[config.mk]
export PLATFORM = sky130hd
export DESIGN_NAME = rx_hpoh_path_monitor
export DESIGN_NICKNAME = d
export VERILOG_FILES = /design/src/path_monitor_pkg.sv /design/src/rx_hpoh_path_monitor.sv
export SDC_FILE = /design/constraint.sdc
export NUM_CORES = 1
export LEC_CHECK = 0
export ABC_AREA = 1
export BUFFER_PORTS_ARGS = -buffer_cell sky130_fd_sc_hd__buf_2
export CAP_MARGIN = 30
export CORE_MARGIN = 2
export CORE_UTILIZATION = 50
export DETAILED_ROUTE_END_ITERATION = 8
export GPL_TIMING_DRIVEN = 1
export PLACE_DENSITY = 0.72
export RECOVER_POWER = 100
export SETUP_SLACK_MARGIN = 0.3
export SYNTH_ARGS = -nofsm -noshare
export SYNTH_HDL_FRONTEND = slang
export SYNTH_SLANG_ARGS = --single-unit
[constraint.sdc]
create_clock -name mclk -period 2.8 [get_ports mclk]
set_input_delay 0.42 -clock mclk [delete_from_list [all_inputs] [get_ports mclk]]
set_output_delay 0.42 -clock mclk [all_outputs]
set_load 0.005 [all_outputs]
[src/path_monitor_pkg.sv]
package path_monitor_pkg;

  // ----------------------------------------------------------------
  // Register indexes; the byte address is four times the index.
  // ----------------------------------------------------------------
  localparam logic [7:0] CFG1_IDX  = 8'h80;
  localparam logic [7:0] CFG2_IDX  = 8'h81;
  localparam logic [7:0] EXPC2_IDX = 8'h82;
  localparam logic [7:0] RXC2_IDX  = 8'h83;
  localparam logic [7:0] K3_IDX    = 8'h84;
  localparam logic [7:0] G1_IDX    = 8'h85;
  localparam logic [7:0] B3LO_IDX  = 8'h86;
  localparam logic [7:0] B3HI_IDX  = 8'h87;
  localparam logic [7:0] REILO_IDX = 8'h88;
  localparam logic [7:0] REIHI_IDX = 8'h89;
  localparam logic [7:0] TCTL_IDX  = 8'h8a;
  localparam logic [7:0] TDAT_IDX  = 8'h8b;

  // ----------------------------------------------------------------
  // Field positions.
  // ----------------------------------------------------------------
  localparam int SLM_CNT_BIT  = 6;
  localparam int STR_LEN_BIT  = 5;
  localparam int B3_UNIT_BIT  = 2;
  localparam int REI_UNIT_BIT = 1;
  localparam int RDI_SLM_BIT  = 6;
  localparam int PULSE_BIT    = 5;
  localparam int RDI_UNEQ_BIT = 4;
  localparam int B3_CRIT_BIT  = 3;
  localparam int N1_CRIT_BIT  = 2;
  localparam int ACC_BIT      = 1;
  localparam int PCLR_BIT     = 0;
  localparam logic [1:0] J1_CRIT_ZERO = 2'b10;

  // ----------------------------------------------------------------
  // Reset values and frame counts.
  // ----------------------------------------------------------------
  localparam logic [7:0] CFG_RST    = 8'h00;
  localparam logic [7:0] EXPC2_RST  = 8'h00;
  localparam logic [15:0] CNT_RST   = 16'h0000;
  localparam logic       ACC_RST    = 1'b1;
  localparam logic [2:0] SLM_LOW    = 3'h3;
  localparam logic [2:0] SLM_HIGH   = 3'h5;
  localparam logic [2:0] UNEQ_FRMS  = 3'h5;
  localparam logic [1:0] K3_REPEAT  = 2'h3;
  localparam logic [5:0] LEN_SHORT  = 6'h0f;
  localparam logic [5:0] LEN_LONG   = 6'h3f;
  localparam int         STR_DEPTH  = 64;

endpackage

[src/rx_hpoh_path_monitor.sv]
`timescale 1ns/100ps
`default_nettype none

module rx_hpoh_path_monitor (
  input  wire logic        mclk,
  input  wire logic        rst_b,
  input  wire logic        psel,
  input  wire logic        penable,
  input  wire logic        pwrite,
  input  wire logic [11:0] paddr,
  input  wire logic [31:0] pwdata,
  output logic      [31:0] prdata,
  output logic             pready,
  output logic             pslverr,
  input  wire logic        frame_strobe,
  input  wire logic [7:0]  rx_j1,
  input  wire logic [7:0]  rx_c2,
  input  wire logic [7:0]  rx_g1,
  input  wire logic [7:0]  rx_k3,
  input  wire logic [7:0]  rx_n1,
  input  wire logic [7:0]  rx_h4,
  input  wire logic [3:0]  rx_b3_errors,
  output logic             label_mismatch_alarm,
  output logic             path_unequipped_alarm,
  output logic             defect_insert,
  output logic             trace_mismatch,
  output logic             trace_indicator_output
);

  // ----------------------------------------------------------------
  // State.
  // ----------------------------------------------------------------
  logic [7:0]  cfg1_q, cfg1_d, cfg2_q, cfg2_d, expc2_q, expc2_d;
  logic [7:0]  rxc2_q, rxc2_d, k3_q, k3_d, k3_last_q, k3_last_d;
  logic [3:0]  g1_q, g1_d;
  logic [1:0]  k3_rep_q, k3_rep_d, sr_q, sr_d;
  logic [15:0] b3_cnt_q, b3_cnt_d, b3_buf_q, b3_buf_d;
  logic [15:0] rei_cnt_q, rei_cnt_d, rei_buf_q, rei_buf_d;
  logic [5:0]  ptr_q, ptr_d;
  logic        acc_q, acc_d, pclr_q, pclr_d;
  logic [2:0]  slm_cnt_q, slm_cnt_d, uq_cnt_q, uq_cnt_d;
  logic        slm_q, slm_d, uq_q, uq_d, ins_q, ins_d;
  logic        tmis_q, tmis_d, ind_q, ind_d;
  logic [31:0] prdata_q, prdata_d;
  logic        pready_q, pready_d, pslverr_q, pslverr_d;
  logic [7:0]  mem [path_monitor_pkg::STR_DEPTH];
  logic [7:0]  idx;
  logic        hit, setup, wr, rd, mem_we, step, qual;
  logic [15:0] b3_inc, rei_inc;
  logic [2:0]  slm_thr;
  logic [5:0]  last;

  // Byte address decode; only aligned words in the block's window hit.
  assign idx   = paddr[9:2];
  assign hit   = paddr[11:10] == 2'b00 && paddr[1:0] == 2'b00 &&
                 idx >= path_monitor_pkg::CFG1_IDX && idx <= path_monitor_pkg::TDAT_IDX;
  assign setup = psel && !penable;
  assign wr    = psel && penable && pready_q && pwrite && hit;
  assign rd    = psel && penable && pready_q && !pwrite && hit;

  // ----------------------------------------------------------------
  // Next-state logic.
  // ----------------------------------------------------------------

  // Computes the next value of the configuration, capture, counter, alarm and trace registers from bus and frame events.
  always_comb begin
    cfg1_d    = cfg1_q;
    cfg2_d    = cfg2_q;
    expc2_d   = expc2_q;
    rxc2_d    = rxc2_q;
    k3_d      = k3_q;
    k3_last_d = k3_last_q;
    k3_rep_d  = k3_rep_q;
    g1_d      = g1_q;
    acc_d     = acc_q;
    pclr_d    = pclr_q;
    ptr_d     = ptr_q;
    slm_cnt_d = slm_cnt_q;
    slm_d     = slm_q;
    uq_cnt_d  = uq_cnt_q;
    uq_d      = uq_q;
    tmis_d    = tmis_q;
    mem_we    = 1'b0;
    // Counting unit for each counter.
    b3_inc  = cfg1_q[path_monitor_pkg::B3_UNIT_BIT] ? {15'h0000, rx_b3_errors != 4'h0}
                                                    : {12'h000, rx_b3_errors};
    rei_inc = cfg1_q[path_monitor_pkg::REI_UNIT_BIT] ? {15'h0000, rx_g1[7:4] != 4'h0}
                                                     : {12'h000, rx_g1[7:4]};
    b3_cnt_d  = frame_strobe ? b3_cnt_q + b3_inc : b3_cnt_q;
    rei_cnt_d = frame_strobe ? rei_cnt_q + rei_inc : rei_cnt_q;
    b3_buf_d  = b3_buf_q;
    rei_buf_d = rei_buf_q;
    slm_thr = cfg1_q[path_monitor_pkg::SLM_CNT_BIT] ? path_monitor_pkg::SLM_HIGH
                                                    : path_monitor_pkg::SLM_LOW;
    last = cfg1_q[path_monitor_pkg::STR_LEN_BIT] ? path_monitor_pkg::LEN_LONG
                                                 : path_monitor_pkg::LEN_SHORT;
    qual = rx_c2 == 8'h00 &&
           (!cfg2_q[path_monitor_pkg::B3_CRIT_BIT] || rx_b3_errors == 4'h0) &&
           (!cfg2_q[path_monitor_pkg::N1_CRIT_BIT] || rx_n1 == 8'h00) &&
           (cfg2_q[1:0] != path_monitor_pkg::J1_CRIT_ZERO || rx_j1 == 8'h00);
    // Pointer steps by processor access or by frame compare.
    step = acc_q ? ((wr || rd) && idx == path_monitor_pkg::TDAT_IDX)
                 : frame_strobe;
    // Per-frame overhead capture and alarm integration.
    if (frame_strobe) begin
      rxc2_d = rx_c2;
      g1_d   = rx_g1[3:0];
      if (rx_k3 == k3_last_q) begin
        k3_rep_d = (k3_rep_q == path_monitor_pkg::K3_REPEAT) ? k3_rep_q : k3_rep_q + 2'h1;
      end else begin
        k3_rep_d = 2'h1;
      end
      k3_last_d = rx_k3;
      if (k3_rep_d == path_monitor_pkg::K3_REPEAT) begin
        k3_d = rx_k3;
      end
      if ((rx_c2 != expc2_q) != slm_q) begin
        slm_cnt_d = slm_cnt_q + 3'h1;
        if (slm_cnt_d >= slm_thr) begin
          slm_d     = !slm_q;
          slm_cnt_d = 3'h0;
        end
      end else begin
        slm_cnt_d = 3'h0;
      end
      if (qual) begin
        uq_cnt_d = (uq_cnt_q == path_monitor_pkg::UNEQ_FRMS) ? uq_cnt_q : uq_cnt_q + 3'h1;
      end else begin
        uq_cnt_d = 3'h0;
      end
      uq_d = uq_cnt_d == path_monitor_pkg::UNEQ_FRMS;
      if (!acc_q) begin
        tmis_d = mem[ptr_q] != rx_j1;
      end
    end
    if (step) begin
      ptr_d = (ptr_q >= last) ? 6'h00 : ptr_q + 6'h01;
    end
    // Register writes; snapshot writes clear the live counter, or load it with the count of a frame in the same cycle.
    if (wr) begin
      unique case (idx)
        path_monitor_pkg::CFG1_IDX:  cfg1_d  = pwdata[7:0];
        path_monitor_pkg::CFG2_IDX:  cfg2_d  = pwdata[7:0];
        path_monitor_pkg::EXPC2_IDX: expc2_d = pwdata[7:0];
        path_monitor_pkg::B3HI_IDX: begin
          b3_buf_d = b3_cnt_q;
          b3_cnt_d = frame_strobe ? b3_inc : path_monitor_pkg::CNT_RST;
        end
        path_monitor_pkg::REIHI_IDX: begin
          rei_buf_d = rei_cnt_q;
          rei_cnt_d = frame_strobe ? rei_inc : path_monitor_pkg::CNT_RST;
        end
        path_monitor_pkg::TCTL_IDX: begin
          acc_d  = pwdata[path_monitor_pkg::ACC_BIT];
          pclr_d = pwdata[path_monitor_pkg::PCLR_BIT];
          if (pwdata[path_monitor_pkg::PCLR_BIT] && !pclr_q) begin
            ptr_d = 6'h00;
          end
        end
        path_monitor_pkg::TDAT_IDX:  mem_we = 1'b1;
        default: ;
      endcase
    end
  end

  // Outgoing RDI request and indicator pulse shaping.
  always_comb begin
    ins_d = (slm_q && cfg2_q[path_monitor_pkg::RDI_SLM_BIT]) ||
            (uq_q && cfg2_q[path_monitor_pkg::RDI_UNEQ_BIT]);
    ind_d = frame_strobe || sr_q[0];
    sr_d  = {frame_strobe && cfg2_q[path_monitor_pkg::PULSE_BIT] && rx_h4[1:0] == 2'b00, sr_q[1]};
  end

  // Read data is prepared in the setup phase for a zero-wait answer.
  always_comb begin
    pready_d  = setup;
    pslverr_d = setup && !hit;
    prdata_d  = 32'h0000_0000;
    if (setup && hit) begin
      unique case (idx)
        path_monitor_pkg::CFG1_IDX:  prdata_d[7:0] = cfg1_q;
        path_monitor_pkg::CFG2_IDX:  prdata_d[7:0] = cfg2_q;
        path_monitor_pkg::EXPC2_IDX: prdata_d[7:0] = expc2_q;
        path_monitor_pkg::RXC2_IDX:  prdata_d[7:0] = rxc2_q;
        path_monitor_pkg::K3_IDX:    prdata_d[7:0] = k3_q;
        path_monitor_pkg::G1_IDX:    prdata_d[3:0] = g1_q;
        path_monitor_pkg::B3LO_IDX:  prdata_d[7:0] = b3_buf_q[7:0];
        path_monitor_pkg::B3HI_IDX:  prdata_d[7:0] = b3_buf_q[15:8];
        path_monitor_pkg::REILO_IDX: prdata_d[7:0] = rei_buf_q[7:0];
        path_monitor_pkg::REIHI_IDX: prdata_d[7:0] = rei_buf_q[15:8];
        path_monitor_pkg::TDAT_IDX:  prdata_d[7:0] = mem[ptr_q];
        default: ;
      endcase
    end
  end

  // ----------------------------------------------------------------
  // Registers.
  // ----------------------------------------------------------------

  // Registers all control and status state.
  always_ff @(posedge mclk or negedge rst_b) begin
    if (!rst_b) begin
      cfg1_q    <= path_monitor_pkg::CFG_RST;
      cfg2_q    <= path_monitor_pkg::CFG_RST;
      expc2_q   <= path_monitor_pkg::EXPC2_RST;
      rxc2_q    <= 8'h00;
      k3_q      <= 8'h00;
      k3_last_q <= 8'h00;
      k3_rep_q  <= 2'h0;
      g1_q      <= 4'h0;
      b3_cnt_q  <= path_monitor_pkg::CNT_RST;
      b3_buf_q  <= path_monitor_pkg::CNT_RST;
      rei_cnt_q <= path_monitor_pkg::CNT_RST;
      rei_buf_q <= path_monitor_pkg::CNT_RST;
      ptr_q     <= 6'h00;
      acc_q     <= path_monitor_pkg::ACC_RST;
      pclr_q    <= 1'b0;
      slm_cnt_q <= 3'h0;
      slm_q     <= 1'b0;
      uq_cnt_q  <= 3'h0;
      uq_q      <= 1'b0;
      ins_q     <= 1'b0;
      tmis_q    <= 1'b0;
      ind_q     <= 1'b0;
      sr_q      <= 2'h0;
      prdata_q  <= 32'h0000_0000;
      pready_q  <= 1'b0;
      pslverr_q <= 1'b0;
    end else begin
      cfg1_q    <= cfg1_d;
      cfg2_q    <= cfg2_d;
      expc2_q   <= expc2_d;
      rxc2_q    <= rxc2_d;
      k3_q      <= k3_d;
      k3_last_q <= k3_last_d;
      k3_rep_q  <= k3_rep_d;
      g1_q      <= g1_d;
      b3_cnt_q  <= b3_cnt_d;
      b3_buf_q  <= b3_buf_d;
      rei_cnt_q <= rei_cnt_d;
      rei_buf_q <= rei_buf_d;
      ptr_q     <= ptr_d;
      acc_q     <= acc_d;
      pclr_q    <= pclr_d;
      slm_cnt_q <= slm_cnt_d;
      slm_q     <= slm_d;
      uq_cnt_q  <= uq_cnt_d;
      uq_q      <= uq_d;
      ins_q     <= ins_d;
      tmis_q    <= tmis_d;
      ind_q     <= ind_d;
      sr_q      <= sr_d;
      prdata_q  <= prdata_d;
      pready_q  <= pready_d;
      pslverr_q <= pslverr_d;
    end
  end

  // Expected trace string storage, cleared at reset.
  always_ff @(posedge mclk or negedge rst_b) begin
    if (!rst_b) begin
      for (int i = 0; i < path_monitor_pkg::STR_DEPTH; i++) begin
        mem[i] <= 8'h00;
      end
    end else if (mem_we) begin
      mem[ptr_q] <= pwdata[7:0];
    end
  end

  // Every output is taken straight from its flip-flop.
  assign prdata                 = prdata_q;
  assign pready                 = pready_q;
  assign pslverr                = pslverr_q;
  assign label_mismatch_alarm   = slm_q;
  assign path_unequipped_alarm  = uq_q;
  assign defect_insert          = ins_q;
  assign trace_mismatch         = tmis_q;
  assign trace_indicator_output = ind_q;
endmodule

`default_nettype wire

==> report_table.html, run 1 <==
<table>
<tr><th>Metric</th><th>Value</th></tr>
<tr><th colspan="2">Critical path</th></tr>
<tr><td>WS Path Type</td><td>flip-flop to flip-flop</td></tr>
<tr><td>Timing startpoint of the critical path</td><td>ptr_q[0]</td></tr>
<tr><td>Critical Path RT</td><td>3.32 ns</td></tr>
<tr><td>Crit. End Element</td><td>flip-flop</td></tr>
<tr><td>Critical path arrival</td><td>a little over 3 ns</td></tr>
<tr><td>Launching point of the worst reg2reg path</td><td>ptr_q[0]</td></tr>
<tr><td>R2r worst-path depth</td><td>16</td></tr>
<tr><td>Highest fanout seen on the critical path</td><td>11</td></tr>
<tr><td>Kind of start point of the critical path</td><td>flip-flop</td></tr>
<tr><th colspan="2">Clock network</th></tr>
<tr><td>TritonCTS clock tree</td><td>built</td></tr>
<tr><td>Depth of the CTS H-tree</td><td>3</td></tr>
<tr><td>Inserted Clock Buffers</td><td>73</td></tr>
<tr><td>Post-CTS clock slew at the launch and capture registers of the worst setup and hold paths</td><td>0.06 ns</td></tr>
<tr><td>Clock network latency to the later pin of the worst-skew pair</td><td>0.63 ns</td></tr>
<tr><td>Root buffer cell</td><td>sky130_fd_sc_hd__clkbuf_16</td></tr>
<tr><td>TritonCTS sink count</td><td>661</td></tr>
<tr><td>Clk buf depth</td><td>3</td></tr>
<tr><th colspan="2">Finish</th></tr>
<tr><td>Share of final-layout standard cells stronger than drive strength 1</td><td>0.118</td></tr>
<tr><td>Layout overhead on the synthesized area</td><td>15.5%</td></tr>
<tr><td>Core occupancy in the finished layout</td><td>0.582</td></tr>
<tr><td>Most frequent cells in the layout</td><td>sky130_fd_sc_hd__nand2_1, sky130_fd_sc_hd__o21ai_0, sky130_fd_sc_hd__dfrtp_1</td></tr>
<tr><td>Final net count</td><td>4236</td></tr>
<tr><td>Number of filler instances in the final layout</td><td>5633</td></tr>
<tr><td>Commonest non-fill, non-tap cell in the layout</td><td>sky130_fd_sc_hd__nand2_1</td></tr>
<tr><th colspan="2">GRT</th></tr>
<tr><td>First-pass GRT wire length</td><td>138000 µm</td></tr>
<tr><td>Initial antenna violation count</td><td>1</td></tr>
<tr><td>Number of global-route vias before repair</td><td>roughly 25000</td></tr>
<tr><td>All-layer global routing usage</td><td>0.264</td></tr>
<tr><td>Largest net degree at the start of global routing</td><td>94</td></tr>
<tr><td>Gr ovfl total</td><td>0</td></tr>
<tr><th colspan="2">Route</th></tr>
<tr><td>WL met2</td><td>40600 µm</td></tr>
<tr><td>Drc violations</td><td>0</td></tr>
<tr><td>Routed metal-1 wire length</td><td>38700 µm</td></tr>
<tr><td>Via count</td><td>27093</td></tr>
<tr><td>Per-cell routed wire length</td><td>17.5 µm</td></tr>
<tr><td>Routed wire length</td><td>just under 90000 µm</td></tr>
<tr><td>Count of nets left with antenna violations after detail routing</td><td>0</td></tr>
<tr><td>Iteration-0 DRC count of the detailed router</td><td>2378</td></tr>
<tr><td>Uppermost layer routed</td><td>met4</td></tr>
<tr><td>Number of optimization iterations in the first detailed-route pass</td><td>5</td></tr>
<tr><td>Via/cell ratio</td><td>5.40</td></tr>
<tr><td>Routed met3 length</td><td>5640 µm</td></tr>
<tr><th colspan="2">Synthesis</th></tr>
<tr><td>Area of the mapped netlist</td><td>31700 µm²</td></tr>
<tr><td>Share of synthesized area occupied by flip-flops and latches</td><td>0.523</td></tr>
<tr><td>Synth Register Bits</td><td>661</td></tr>
<tr><td>Number of flops mapped to enable cells by yosys</td><td>0</td></tr>
<tr><td>Mapped Cells</td><td>4013</td></tr>
<tr><td>Syn Area/Cell</td><td>7.89 µm²</td></tr>
<tr><td>Synth unique cells</td><td>49</td></tr>
<tr><td>Proportion of register bits with asynchronous set or reset after synthesis</td><td>1.00</td></tr>
<tr><td>Area contributors post-synth</td><td>sky130_fd_sc_hd__dfrtp_1, sky130_fd_sc_hd__nand2_1, sky130_fd_sc_hd__o21ai_0, sky130_fd_sc_hd__inv_1, sky130_fd_sc_hd__nand3_1</td></tr>
<tr><td>Most used flip-flop cell after synthesis</td><td>sky130_fd_sc_hd__dfrtp_1</td></tr>
<tr><td>Share of the synthesized area in the top cell type</td><td>0.522</td></tr>
<tr><td>Cell type with the largest total area after synthesis</td><td>sky130_fd_sc_hd__dfrtp_1</td></tr>
<tr><td>Total of warnings raised by yosys</td><td>0</td></tr>
<tr><th colspan="2">STA</th></tr>
<tr><td>Max transition margin</td><td>-0.0323</td></tr>
<tr><td>Setup repair after global routing missed its margin</td><td>true</td></tr>
<tr><td>Clock period minus final worst setup slack</td><td>2.53 ns</td></tr>
<tr><td>Total of endpoints with negative setup slack in the final report</td><td>0</td></tr>
<tr><td>Worst Tran Pin Value</td><td>~1.5 ns</td></tr>
<tr><td>Number of hold-slack violations in the final timing report</td><td>0</td></tr>
<tr><td>Post-route clock period utilization</td><td>0.905</td></tr>
<tr><td>Post-Route Setup TNS</td><td>0 ns</td></tr>
<tr><td>Achievable frequency</td><td>394 MHz</td></tr>
<tr><td>Worst Clk Skew</td><td>0.0293 ns</td></tr>
<tr><td>Final Hold Slack</td><td>0.0203 ns</td></tr>
<tr><td>Number of max-slew violations in the final report</td><td>37</td></tr>
<tr><th colspan="2">Outcome</th></tr>
<tr><td>Violated checks</td><td>capacitance limit, slew limit</td></tr>
<tr><td>Outcome</td><td>complete, but fails checks</td></tr>
<tr><th colspan="2">Floorplan</th></tr>
<tr><td>Floorplan die width</td><td>256 µm</td></tr>
<tr><td>FP Rows</td><td>92</td></tr>
<tr><td>Die height</td><td>256 µm</td></tr>
<tr><td>Number of primary I/O pins</td><td>between 100 and 150</td></tr>
<tr><td>Area of the die</td><td>65300 µm²</td></tr>
<tr><td>Core area</td><td>62900 µm²</td></tr>
<tr><td>Effective utilization at floorplan</td><td>0.504</td></tr>
<tr><th colspan="2">Worst hold path</th></tr>
<tr><td>HP Class</td><td>input pin to flip-flop</td></tr>
<tr><td>Cells on Worst Hold Path</td><td>3</td></tr>
<tr><td>Startpoint of the tightest hold check path</td><td>psel</td></tr>
<tr><th colspan="2">Placed design</th></tr>
<tr><td>Hpwl dp</td><td>55400 µm</td></tr>
<tr><td>Placer's final routability congestion estimate</td><td>0.905</td></tr>
<tr><td>Port Buffers</td><td>86</td></tr>
<tr><th colspan="2">Power and ir drop</th></tr>
<tr><td>Leakage component of the power</td><td>around 17 nW</td></tr>
<tr><td>Peak supply drop</td><td>roughly 0.00063 V</td></tr>
<tr><td>Power density cells</td><td>805 nW/µm²</td></tr>
<tr><th colspan="2">Run</th></tr>
<tr><td>Max-capacitance violation count</td><td>1</td></tr>
</table>
==> cells in the mapped netlist, types with 3 or more instances <==
master,number
sky130_fd_sc_hd__nand3_1,154
sky130_fd_sc_hd__buf_2,64
sky130_fd_sc_hd__nor2_1,205
sky130_fd_sc_hd__buf_4,25
sky130_fd_sc_hd__o2111ai_1,3
sky130_fd_sc_hd__o211ai_1,72
sky130_fd_sc_hd__o31ai_1,5
sky130_fd_sc_hd__xnor2_1,9
sky130_fd_sc_hd__a31oi_1,4
sky130_fd_sc_hd__nand2_1,1265
sky130_fd_sc_hd__dfrtp_1,660
sky130_fd_sc_hd__nor4_1,10
sky130_fd_sc_hd__xor2_1,12
sky130_fd_sc_hd__o21ai_0,737
sky130_fd_sc_hd__clkbuf_1,165
sky130_fd_sc_hd__or2_2,66
sky130_fd_sc_hd__a211oi_1,3
sky130_fd_sc_hd__a21oi_1,33
sky130_fd_sc_hd__a22o_1,7
sky130_fd_sc_hd__nor3_1,24
sky130_fd_sc_hd__nor4_4,6
sky130_fd_sc_hd__o22ai_1,3
sky130_fd_sc_hd__nand4_1,29
sky130_fd_sc_hd__a32o_1,3
sky130_fd_sc_hd__inv_1,393
sky130_fd_sc_hd__buf_1,6
sky130_fd_sc_hd__ha_1,16
sky130_fd_sc_hd__nor3b_1,3
sky130_fd_sc_hd__o21ai_1,6
==> layer usage <==
| metal | up-vias | global-route usage |
|---|---|---|
| met5 | - | 0 |
| met4 | 0 | 0.0926 |
| met3 | 163 | 0.0427 |
| met2 | 891 | 0.415 |
| met1 | 13015 | 0.373 |
| li1 | 13024 | - |
==> flip-flops by register name, indices dropped and copies added, names as in the netlist, 16 cells and up <==
signal and count:
b3_cnt_q 16, rei_cnt_q 16, mem 512, rei_buf_q 16
b3_buf_q 16
==> cells by family after synthesis <==
logic type | after synthesis | share of synthesized area
flops | 661 | 0.523
simple gates | 1771 | 0.231
mux | 1 | 0.000356
buf+inv | 656 | 0.0833
xor+xnor | 21 | 0.00581
fa+ha+maj | 18 | 0.00759
compound gates | 884 | 0.149
other cells | 1 | 0.000118
==> metrics by stage <==
stage	setup WS [ns]	instance area [µm²]	total power, mW	std cells
2_1_floorplan	0.398	31700	15.3	4036
6_report	0.265	36600	29.4	5020
3_3_place_gp	0.100	33700	18.6	4856
3_5_place_dp	0.0819	33700	18.7	4856
4_1_cts	0.244	36300	28.6	4997
5_1_grt	0.108	36600	30.9	5020
==> worst paths after layout <==
kind	endpoint	slack [ns]
max	trace_mismatch	0.27
min	pready	0.02
max reg2reg	trace_mismatch	0.27
min reg2reg	sr_q[0]	0.35
max in group asynchronous	mem[17]	0.47
min in group asynchronous	mem[191]	0.65
==> what timing repair did <==
action | 4_1_cts | 5_1_grt
hold endpoints to repair | 37 | 0
gates cloned | 1 | 5
gates resized for setup | 23 | 143
hold buffers | 6 | 0
setup endpoints to repair | 12 | 70
buffers inserted | 2 | 17
pin swaps | 0 | 36
==> critical path, stage by stage (launching register included) <==
cell	delay, ns
sky130_fd_sc_hd__dfrtp_4	0.44
sky130_fd_sc_hd__buf_12	0.19
sky130_fd_sc_hd__clkinv_16	0.10
sky130_fd_sc_hd__buf_6	0.16
sky130_fd_sc_hd__clkbuf_16	0.17
sky130_fd_sc_hd__o21ai_0	0.22
sky130_fd_sc_hd__o21ai_0	0.12
sky130_fd_sc_hd__o21ai_0	0.16
sky130_fd_sc_hd__buf_4	0.15
sky130_fd_sc_hd__nand2_1	0.08
sky130_fd_sc_hd__nor2_1	0.12
sky130_fd_sc_hd__buf_4	0.15
sky130_fd_sc_hd__nand3_1	0.06
sky130_fd_sc_hd__nand2_1	0.07
sky130_fd_sc_hd__nand3_1	0.08
sky130_fd_sc_hd__nor2_1	0.09
sky130_fd_sc_hd__nor2_1	0.04
==> layout make-up <==
cell class / instances / area (µm²) / share of cell area
clock inverters: 19 / 236 / 0.00647
multi-input cells: 2719 / 12700 / 0.348
flip-flops and latches: 661 / 16500 / 0.453
repair buffers: 265 / 2300 / 0.0629
clock buffers: 113 / 2180 / 0.0596
well taps: 846 / 1060 / 0.0290
inverters: 396 / 1510 / 0.0414
diodes: 1 / 2.50 / 0.0000685
==> power breakdown <==
group | internal (mW) | total, mW | switching, mW
combinational | 3.67 | 9.58 | 5.91
sequential | 9.86 | 10.1 | 0.279
clock | 5.75 | 9.69 | 3.94
total | 19.3 | 29.4 | 10.1
Power figures use the tool's default switching activity.
==> inputs of run 2 (changes only) <==
Settings changed: CTS_BUF_LIST set to sky130_fd_sc_hd__clkbuf_4 sky130_fd_sc_hd__clkbuf_8.
==> run 2 against run 1 <==
Against the previous run:
- the flow still finishes with violations (capacitance limit, slew limit)
- final cell count up 1.6%
- total power is 3.1% lower
- wire length shrank 0.60%
- critical endpoint is now prdata[6]
- largest cell class unchanged
==> report_table.html, run 2 (synthesis results as in run 1) <==
<table>
<tr><th>Metric</th><th>Value</th></tr>
<tr><th colspan="2">Outcome</th></tr>
<tr><td>Outcome</td><td>complete, but fails checks (unchanged)</td></tr>
<tr><td>Violated checks</td><td>capacitance limit, slew limit (unchanged)</td></tr>
<tr><th colspan="2">Power and ir drop</th></tr>
<tr><td>Leakage component of the power</td><td>17.5 nW (was 17.4 nW)</td></tr>
<tr><td>Internal cell power</td><td>18.6 mW (was 19.3 mW)</td></tr>
<tr><td>Switching part of the total</td><td>0.349 (was 0.344)</td></tr>
<tr><td>Clock Power Share</td><td>0.322 (was 0.330)</td></tr>
<tr><td>Net switching power</td><td>9.95 mW (was 10.1 mW)</td></tr>
<tr><td>Flop pwr share</td><td>0.355 (was 0.345)</td></tr>
<tr><td>Peak supply drop</td><td>0.000544 V (was 0.000629 V)</td></tr>
<tr><td>Combinational group share of total power</td><td>0.323 (was 0.326)</td></tr>
<tr><td>Power density cells</td><td>781 nW/µm² (was 805 nW/µm²)</td></tr>
<tr><th colspan="2">STA</th></tr>
<tr><td>Setup repair after global routing missed its margin</td><td>true (unchanged)</td></tr>
<tr><td>Number of hold-slack violations in the final timing report</td><td>0 (unchanged)</td></tr>
<tr><td>Worst Tran Pin Value</td><td>1.55 ns (about the same)</td></tr>
<tr><td>Post-route clock period utilization</td><td>0.918 (was 0.905)</td></tr>
<tr><td>Number of max-slew violations in the final report</td><td>37 (unchanged)</td></tr>
<tr><td>Achievable frequency</td><td>389 MHz (was 394 MHz)</td></tr>
<tr><td>Worst Clk Skew</td><td>0.0556 ns (was 0.0293 ns)</td></tr>
<tr><td>Total of endpoints with negative setup slack in the final report</td><td>0 (unchanged)</td></tr>
<tr><td>Clock period minus final worst setup slack</td><td>2.57 ns (was 2.53 ns)</td></tr>
<tr><td>Setup slack after layout</td><td>0.230 ns (was 0.265 ns)</td></tr>
<tr><td>Max transition margin</td><td>-0.0311 (was -0.0323)</td></tr>
<tr><td>Post-Route Setup TNS</td><td>0 ns (unchanged)</td></tr>
<tr><td>Final Hold Slack</td><td>0.0603 ns (was 0.0203 ns)</td></tr>
<tr><th colspan="2">Critical path</th></tr>
<tr><td>Highest fanout seen on the critical path</td><td>32 (was 11)</td></tr>
<tr><td>R2r worst-path depth</td><td>13 (was 16)</td></tr>
<tr><td>Cells along the critical path</td><td>inv_1 -&gt; nor2_4 -&gt; buf_12 -&gt; o21ai_0 -&gt; o21ai_0 -&gt; o21ai_0 -&gt; buf_4 -&gt; nand2_1 -&gt; nor2_1 -&gt; buf_4 -&gt; nand2_2 -&gt; nand2_1 -&gt; a21oi_1 (was buf_12 -&gt; clkinv_16 -&gt; buf_6 -&gt; clkbuf_16 -&gt; o21ai_0 -&gt; o21ai_0 -&gt; o21ai_0 -&gt; buf_4 -&gt; nand2_1 -&gt; nor2_1 -&gt; buf_4 -&gt; nand3_1 -&gt; nand2_1 -&gt; nand3_1 -&gt; nor2_1 -&gt; nor2_1)</td></tr>
<tr><td>Most common cell on crit path</td><td>sky130_fd_sc_hd__o21ai_0</td></tr>
<tr><td>Crit. End Element</td><td>flip-flop (unchanged)</td></tr>
<tr><td>Critical path arrival</td><td>3.18 ns (was 3.06 ns)</td></tr>
<tr><td>Largest stage delay, worst path</td><td>0.56 ns (was 0.44 ns)</td></tr>
<tr><td>Kind of start point of the critical path</td><td>flip-flop (unchanged)</td></tr>
<tr><td>Worst reg-to-reg setup slack</td><td>0.23 ns (was 0.27 ns)</td></tr>
<tr><td>WS Path Type</td><td>flip-flop to flip-flop (unchanged)</td></tr>
<tr><td>Critical path's slowest cell</td><td>sky130_fd_sc_hd__dfrtp_1 (was sky130_fd_sc_hd__dfrtp_4)</td></tr>
<tr><td>End of the worst register-to-register path</td><td>prdata[6] (was trace_mismatch)</td></tr>
<tr><td>Launching point of the worst reg2reg path</td><td>ptr_q[1] (was ptr_q[0])</td></tr>
<tr><td>Timing startpoint of the critical path</td><td>ptr_q[1] (was ptr_q[0])</td></tr>
<tr><td>Worst setup endpoint</td><td>prdata[6] (was trace_mismatch)</td></tr>
<tr><td>Critical Path RT</td><td>3.41 ns (was 3.32 ns)</td></tr>
<tr><th colspan="2">Floorplan</th></tr>
<tr><td>Die height</td><td>256 µm (unchanged)</td></tr>
<tr><td>Effective utilization at floorplan</td><td>0.504 (unchanged)</td></tr>
<tr><td>FP Rows</td><td>92 (unchanged)</td></tr>
<tr><td>Floorplan die width</td><td>256 µm (unchanged)</td></tr>
<tr><td>Number of primary I/O pins</td><td>141 (unchanged)</td></tr>
<tr><td>Area of the die</td><td>65300 µm² (unchanged)</td></tr>
<tr><td>Core area</td><td>62900 µm² (unchanged)</td></tr>
<tr><th colspan="2">Route</th></tr>
<tr><td>Iteration-0 DRC count of the detailed router</td><td>2550 (was 2378)</td></tr>
<tr><td>Drc violations</td><td>0 (unchanged)</td></tr>
<tr><td>Per-cell routed wire length</td><td>17.1 µm (was 17.5 µm)</td></tr>
<tr><td>Via count</td><td>27307 (was 27093)</td></tr>
<tr><td>Count of nets left with antenna violations after detail routing</td><td>0 (unchanged)</td></tr>
<tr><td>Routed wire length</td><td>87300 µm (was 87800 µm)</td></tr>
<tr><td>Number of optimization iterations in the first detailed-route pass</td><td>6 (was 5)</td></tr>
<tr><td>Via/cell ratio</td><td>5.35 (was 5.40)</td></tr>
<tr><th colspan="2">Placed design</th></tr>
<tr><td>Hpwl dp</td><td>55400 µm (unchanged)</td></tr>
<tr><td>Port Buffers</td><td>86 (unchanged)</td></tr>
<tr><td>Area post-placement</td><td>33700 µm² (unchanged)</td></tr>
<tr><td>Pre-CTS WS</td><td>0.0819 ns (unchanged)</td></tr>
<tr><td>Placer's final routability congestion estimate</td><td>0.905 (unchanged)</td></tr>
<tr><th colspan="2">Finish</th></tr>
<tr><td>Share of final-layout standard cells stronger than drive strength 1</td><td>0.128 (was 0.118)</td></tr>
<tr><td>Core occupancy in the finished layout</td><td>0.581 (was 0.582)</td></tr>
<tr><td>Storage cell area</td><td>16500 µm² (unchanged)</td></tr>
<tr><td>Final standard cell area without fillers</td><td>36500 µm² (was 36600 µm²)</td></tr>
<tr><td>Commonest non-fill, non-tap cell in the layout</td><td>sky130_fd_sc_hd__nand2_1 (unchanged)</td></tr>
<tr><td>Most frequent cells in the layout</td><td>sky130_fd_sc_hd__nand2_1, sky130_fd_sc_hd__o21ai_0, sky130_fd_sc_hd__dfrtp_1 (unchanged)</td></tr>
<tr><td>Flip-flop count of the largest register after layout</td><td>512 (unchanged)</td></tr>
<tr><td>Footprint of the multi-input gates</td><td>12600 µm² (was 12700 µm²)</td></tr>
<tr><td>Number of filler instances in the final layout</td><td>5665 (was 5633)</td></tr>
<tr><td>Final net count</td><td>4282 (was 4236)</td></tr>
<tr><td>Layout overhead on the synthesized area</td><td>15.4% (was 15.5%)</td></tr>
<tr><td>Register with the highest flop count</td><td>mem (unchanged)</td></tr>
<tr><th colspan="2">GRT</th></tr>
<tr><td>All-layer global routing usage</td><td>0.264 (about the same)</td></tr>
<tr><td>Gr ovfl total</td><td>0 (unchanged)</td></tr>
<tr><td>Initial antenna violation count</td><td>2 (was 1)</td></tr>
<tr><td>First-pass GRT wire length</td><td>139000 µm (was 138000 µm)</td></tr>
<tr><td>Largest net degree at the start of global routing</td><td>94 (unchanged)</td></tr>
<tr><td>Number of global-route vias before repair</td><td>25286 (was 25123)</td></tr>
<tr><th colspan="2">Clock network</th></tr>
<tr><td>Post-CTS clock slew at the launch and capture registers of the worst setup and hold paths</td><td>0.06 ns (about the same)</td></tr>
<tr><td>Clock network latency to the later pin of the worst-skew pair</td><td>0.74 ns (was 0.63 ns)</td></tr>
<tr><td>Root buffer cell</td><td>sky130_fd_sc_hd__clkbuf_8 (was sky130_fd_sc_hd__clkbuf_16)</td></tr>
<tr><td>TritonCTS sink count</td><td>661 (unchanged)</td></tr>
<tr><td>Clk buf depth</td><td>3 (unchanged)</td></tr>
<tr><td>TritonCTS clock tree</td><td>built (unchanged)</td></tr>
<tr><td>Inserted Clock Buffers</td><td>110 (was 73)</td></tr>
<tr><td>Depth of the CTS H-tree</td><td>3 (unchanged)</td></tr>
<tr><th colspan="2">Worst hold path</th></tr>
<tr><td>HP Class</td><td>input pin to flip-flop (unchanged)</td></tr>
<tr><th colspan="2">Run</th></tr>
<tr><td>Max-capacitance violation count</td><td>1 (unchanged)</td></tr>
</table>
==> run 2: cell types whose count changed in the layout (fill, tap and decap cells not counted), sizes merged <==
cell         previous run  this run
bufinv                  4         0
clkinv                 13        15
dlygate4sd3             6        26
diode                   1         2
clkinvlp                0         1
buf                   220       205
clkbuf                151       230
inv                   398       395
==> run 2: metrics by stage <==
stage / instances / power, mW
floorplan: 4036 / 15.3
global placement: 4856 / 18.6
detailed placement: 4856 / 18.7
CTS: 5088 / 28.1
global route: 5101 / 30.0
finish: 5101 / 28.5
==> run 2: worst min path at each step <==
| stage | startpoint | end | slack (ns) | cells past startpoint |
|---|---|---|---|---|
| 6_report | pwdata[0] | pclr_q | 0.06 | 3 |
| 3_5_place_dp | sr_q[1] | sr_q[0] | 0.34 | 0 |
| 3_3_place_gp | sr_q[1] | sr_q[0] | 0.33 | 0 |
| 4_1_cts | pwdata[0] | pclr_q | 0.02 | 3 |
| 5_1_grt | pwdata[0] | pclr_q | 0.04 | 3 |
| 2_1_floorplan | rst_b | b3_buf_q[0] | 0.12 | 0 |
==> run 2: power by group through the flow <==
stage	logic [mW]	registers [mW]	clock network, mW
after floorplan	5.17	10.2	0
after global placement	8.25	10.3	0
after detailed placement	8.35	10.3	0
after CTS	8.68	10.1	9.29
after global routing	10.1	10.2	9.70
final	9.21	10.1	9.17
==> run 2: timing repair <==
item | 4_1_cts | 5_1_grt
resized for setup | 24 | 86
hold buffers | 26 | 0
pin swaps | 0 | 19
buffers inserted | 2 | 7
endpoints found under the hold margin | 86 | 0
endpoints found under the setup margin | 10 | 19
gates cloned | 1 | 4
==> run 2: cell type report <==
cell class / count / share of cell area
Sequential cell: 661 / 0.453
Multi-Input combinational cell: 2719 / 0.345
Timing Repair Buffer: 274 / 0.0656
Clock buffer: 188 / 0.0638
Inverter: 396 / 0.0411
Tap cell: 846 / 0.0290
Clock inverter: 15 / 0.00264
Antenna cell: 2 / 0.000137
==> run 2: critical path, delay by kind of cell (launching register included) <==
family | cells | cell delay [ns]
AOI/OAI and AO/OA | 4 | 0.71
buffers and inverters | 4 | 0.69
DFF | 1 | 0.56
and+or+nand+nor | 5 | 0.45
==> run 2: layer usage <==
metal | GRT usage | routed length [µm] | vias to the layer above
met5 | 0 | 0 | -
met3 | 0.0435 | 5850 | 189
li1 | - | - | 13145
met1 | 0.371 | 38500 | 13015
met2 | 0.415 | 39900 | 958
met4 | 0.0970 | 3040 | 0
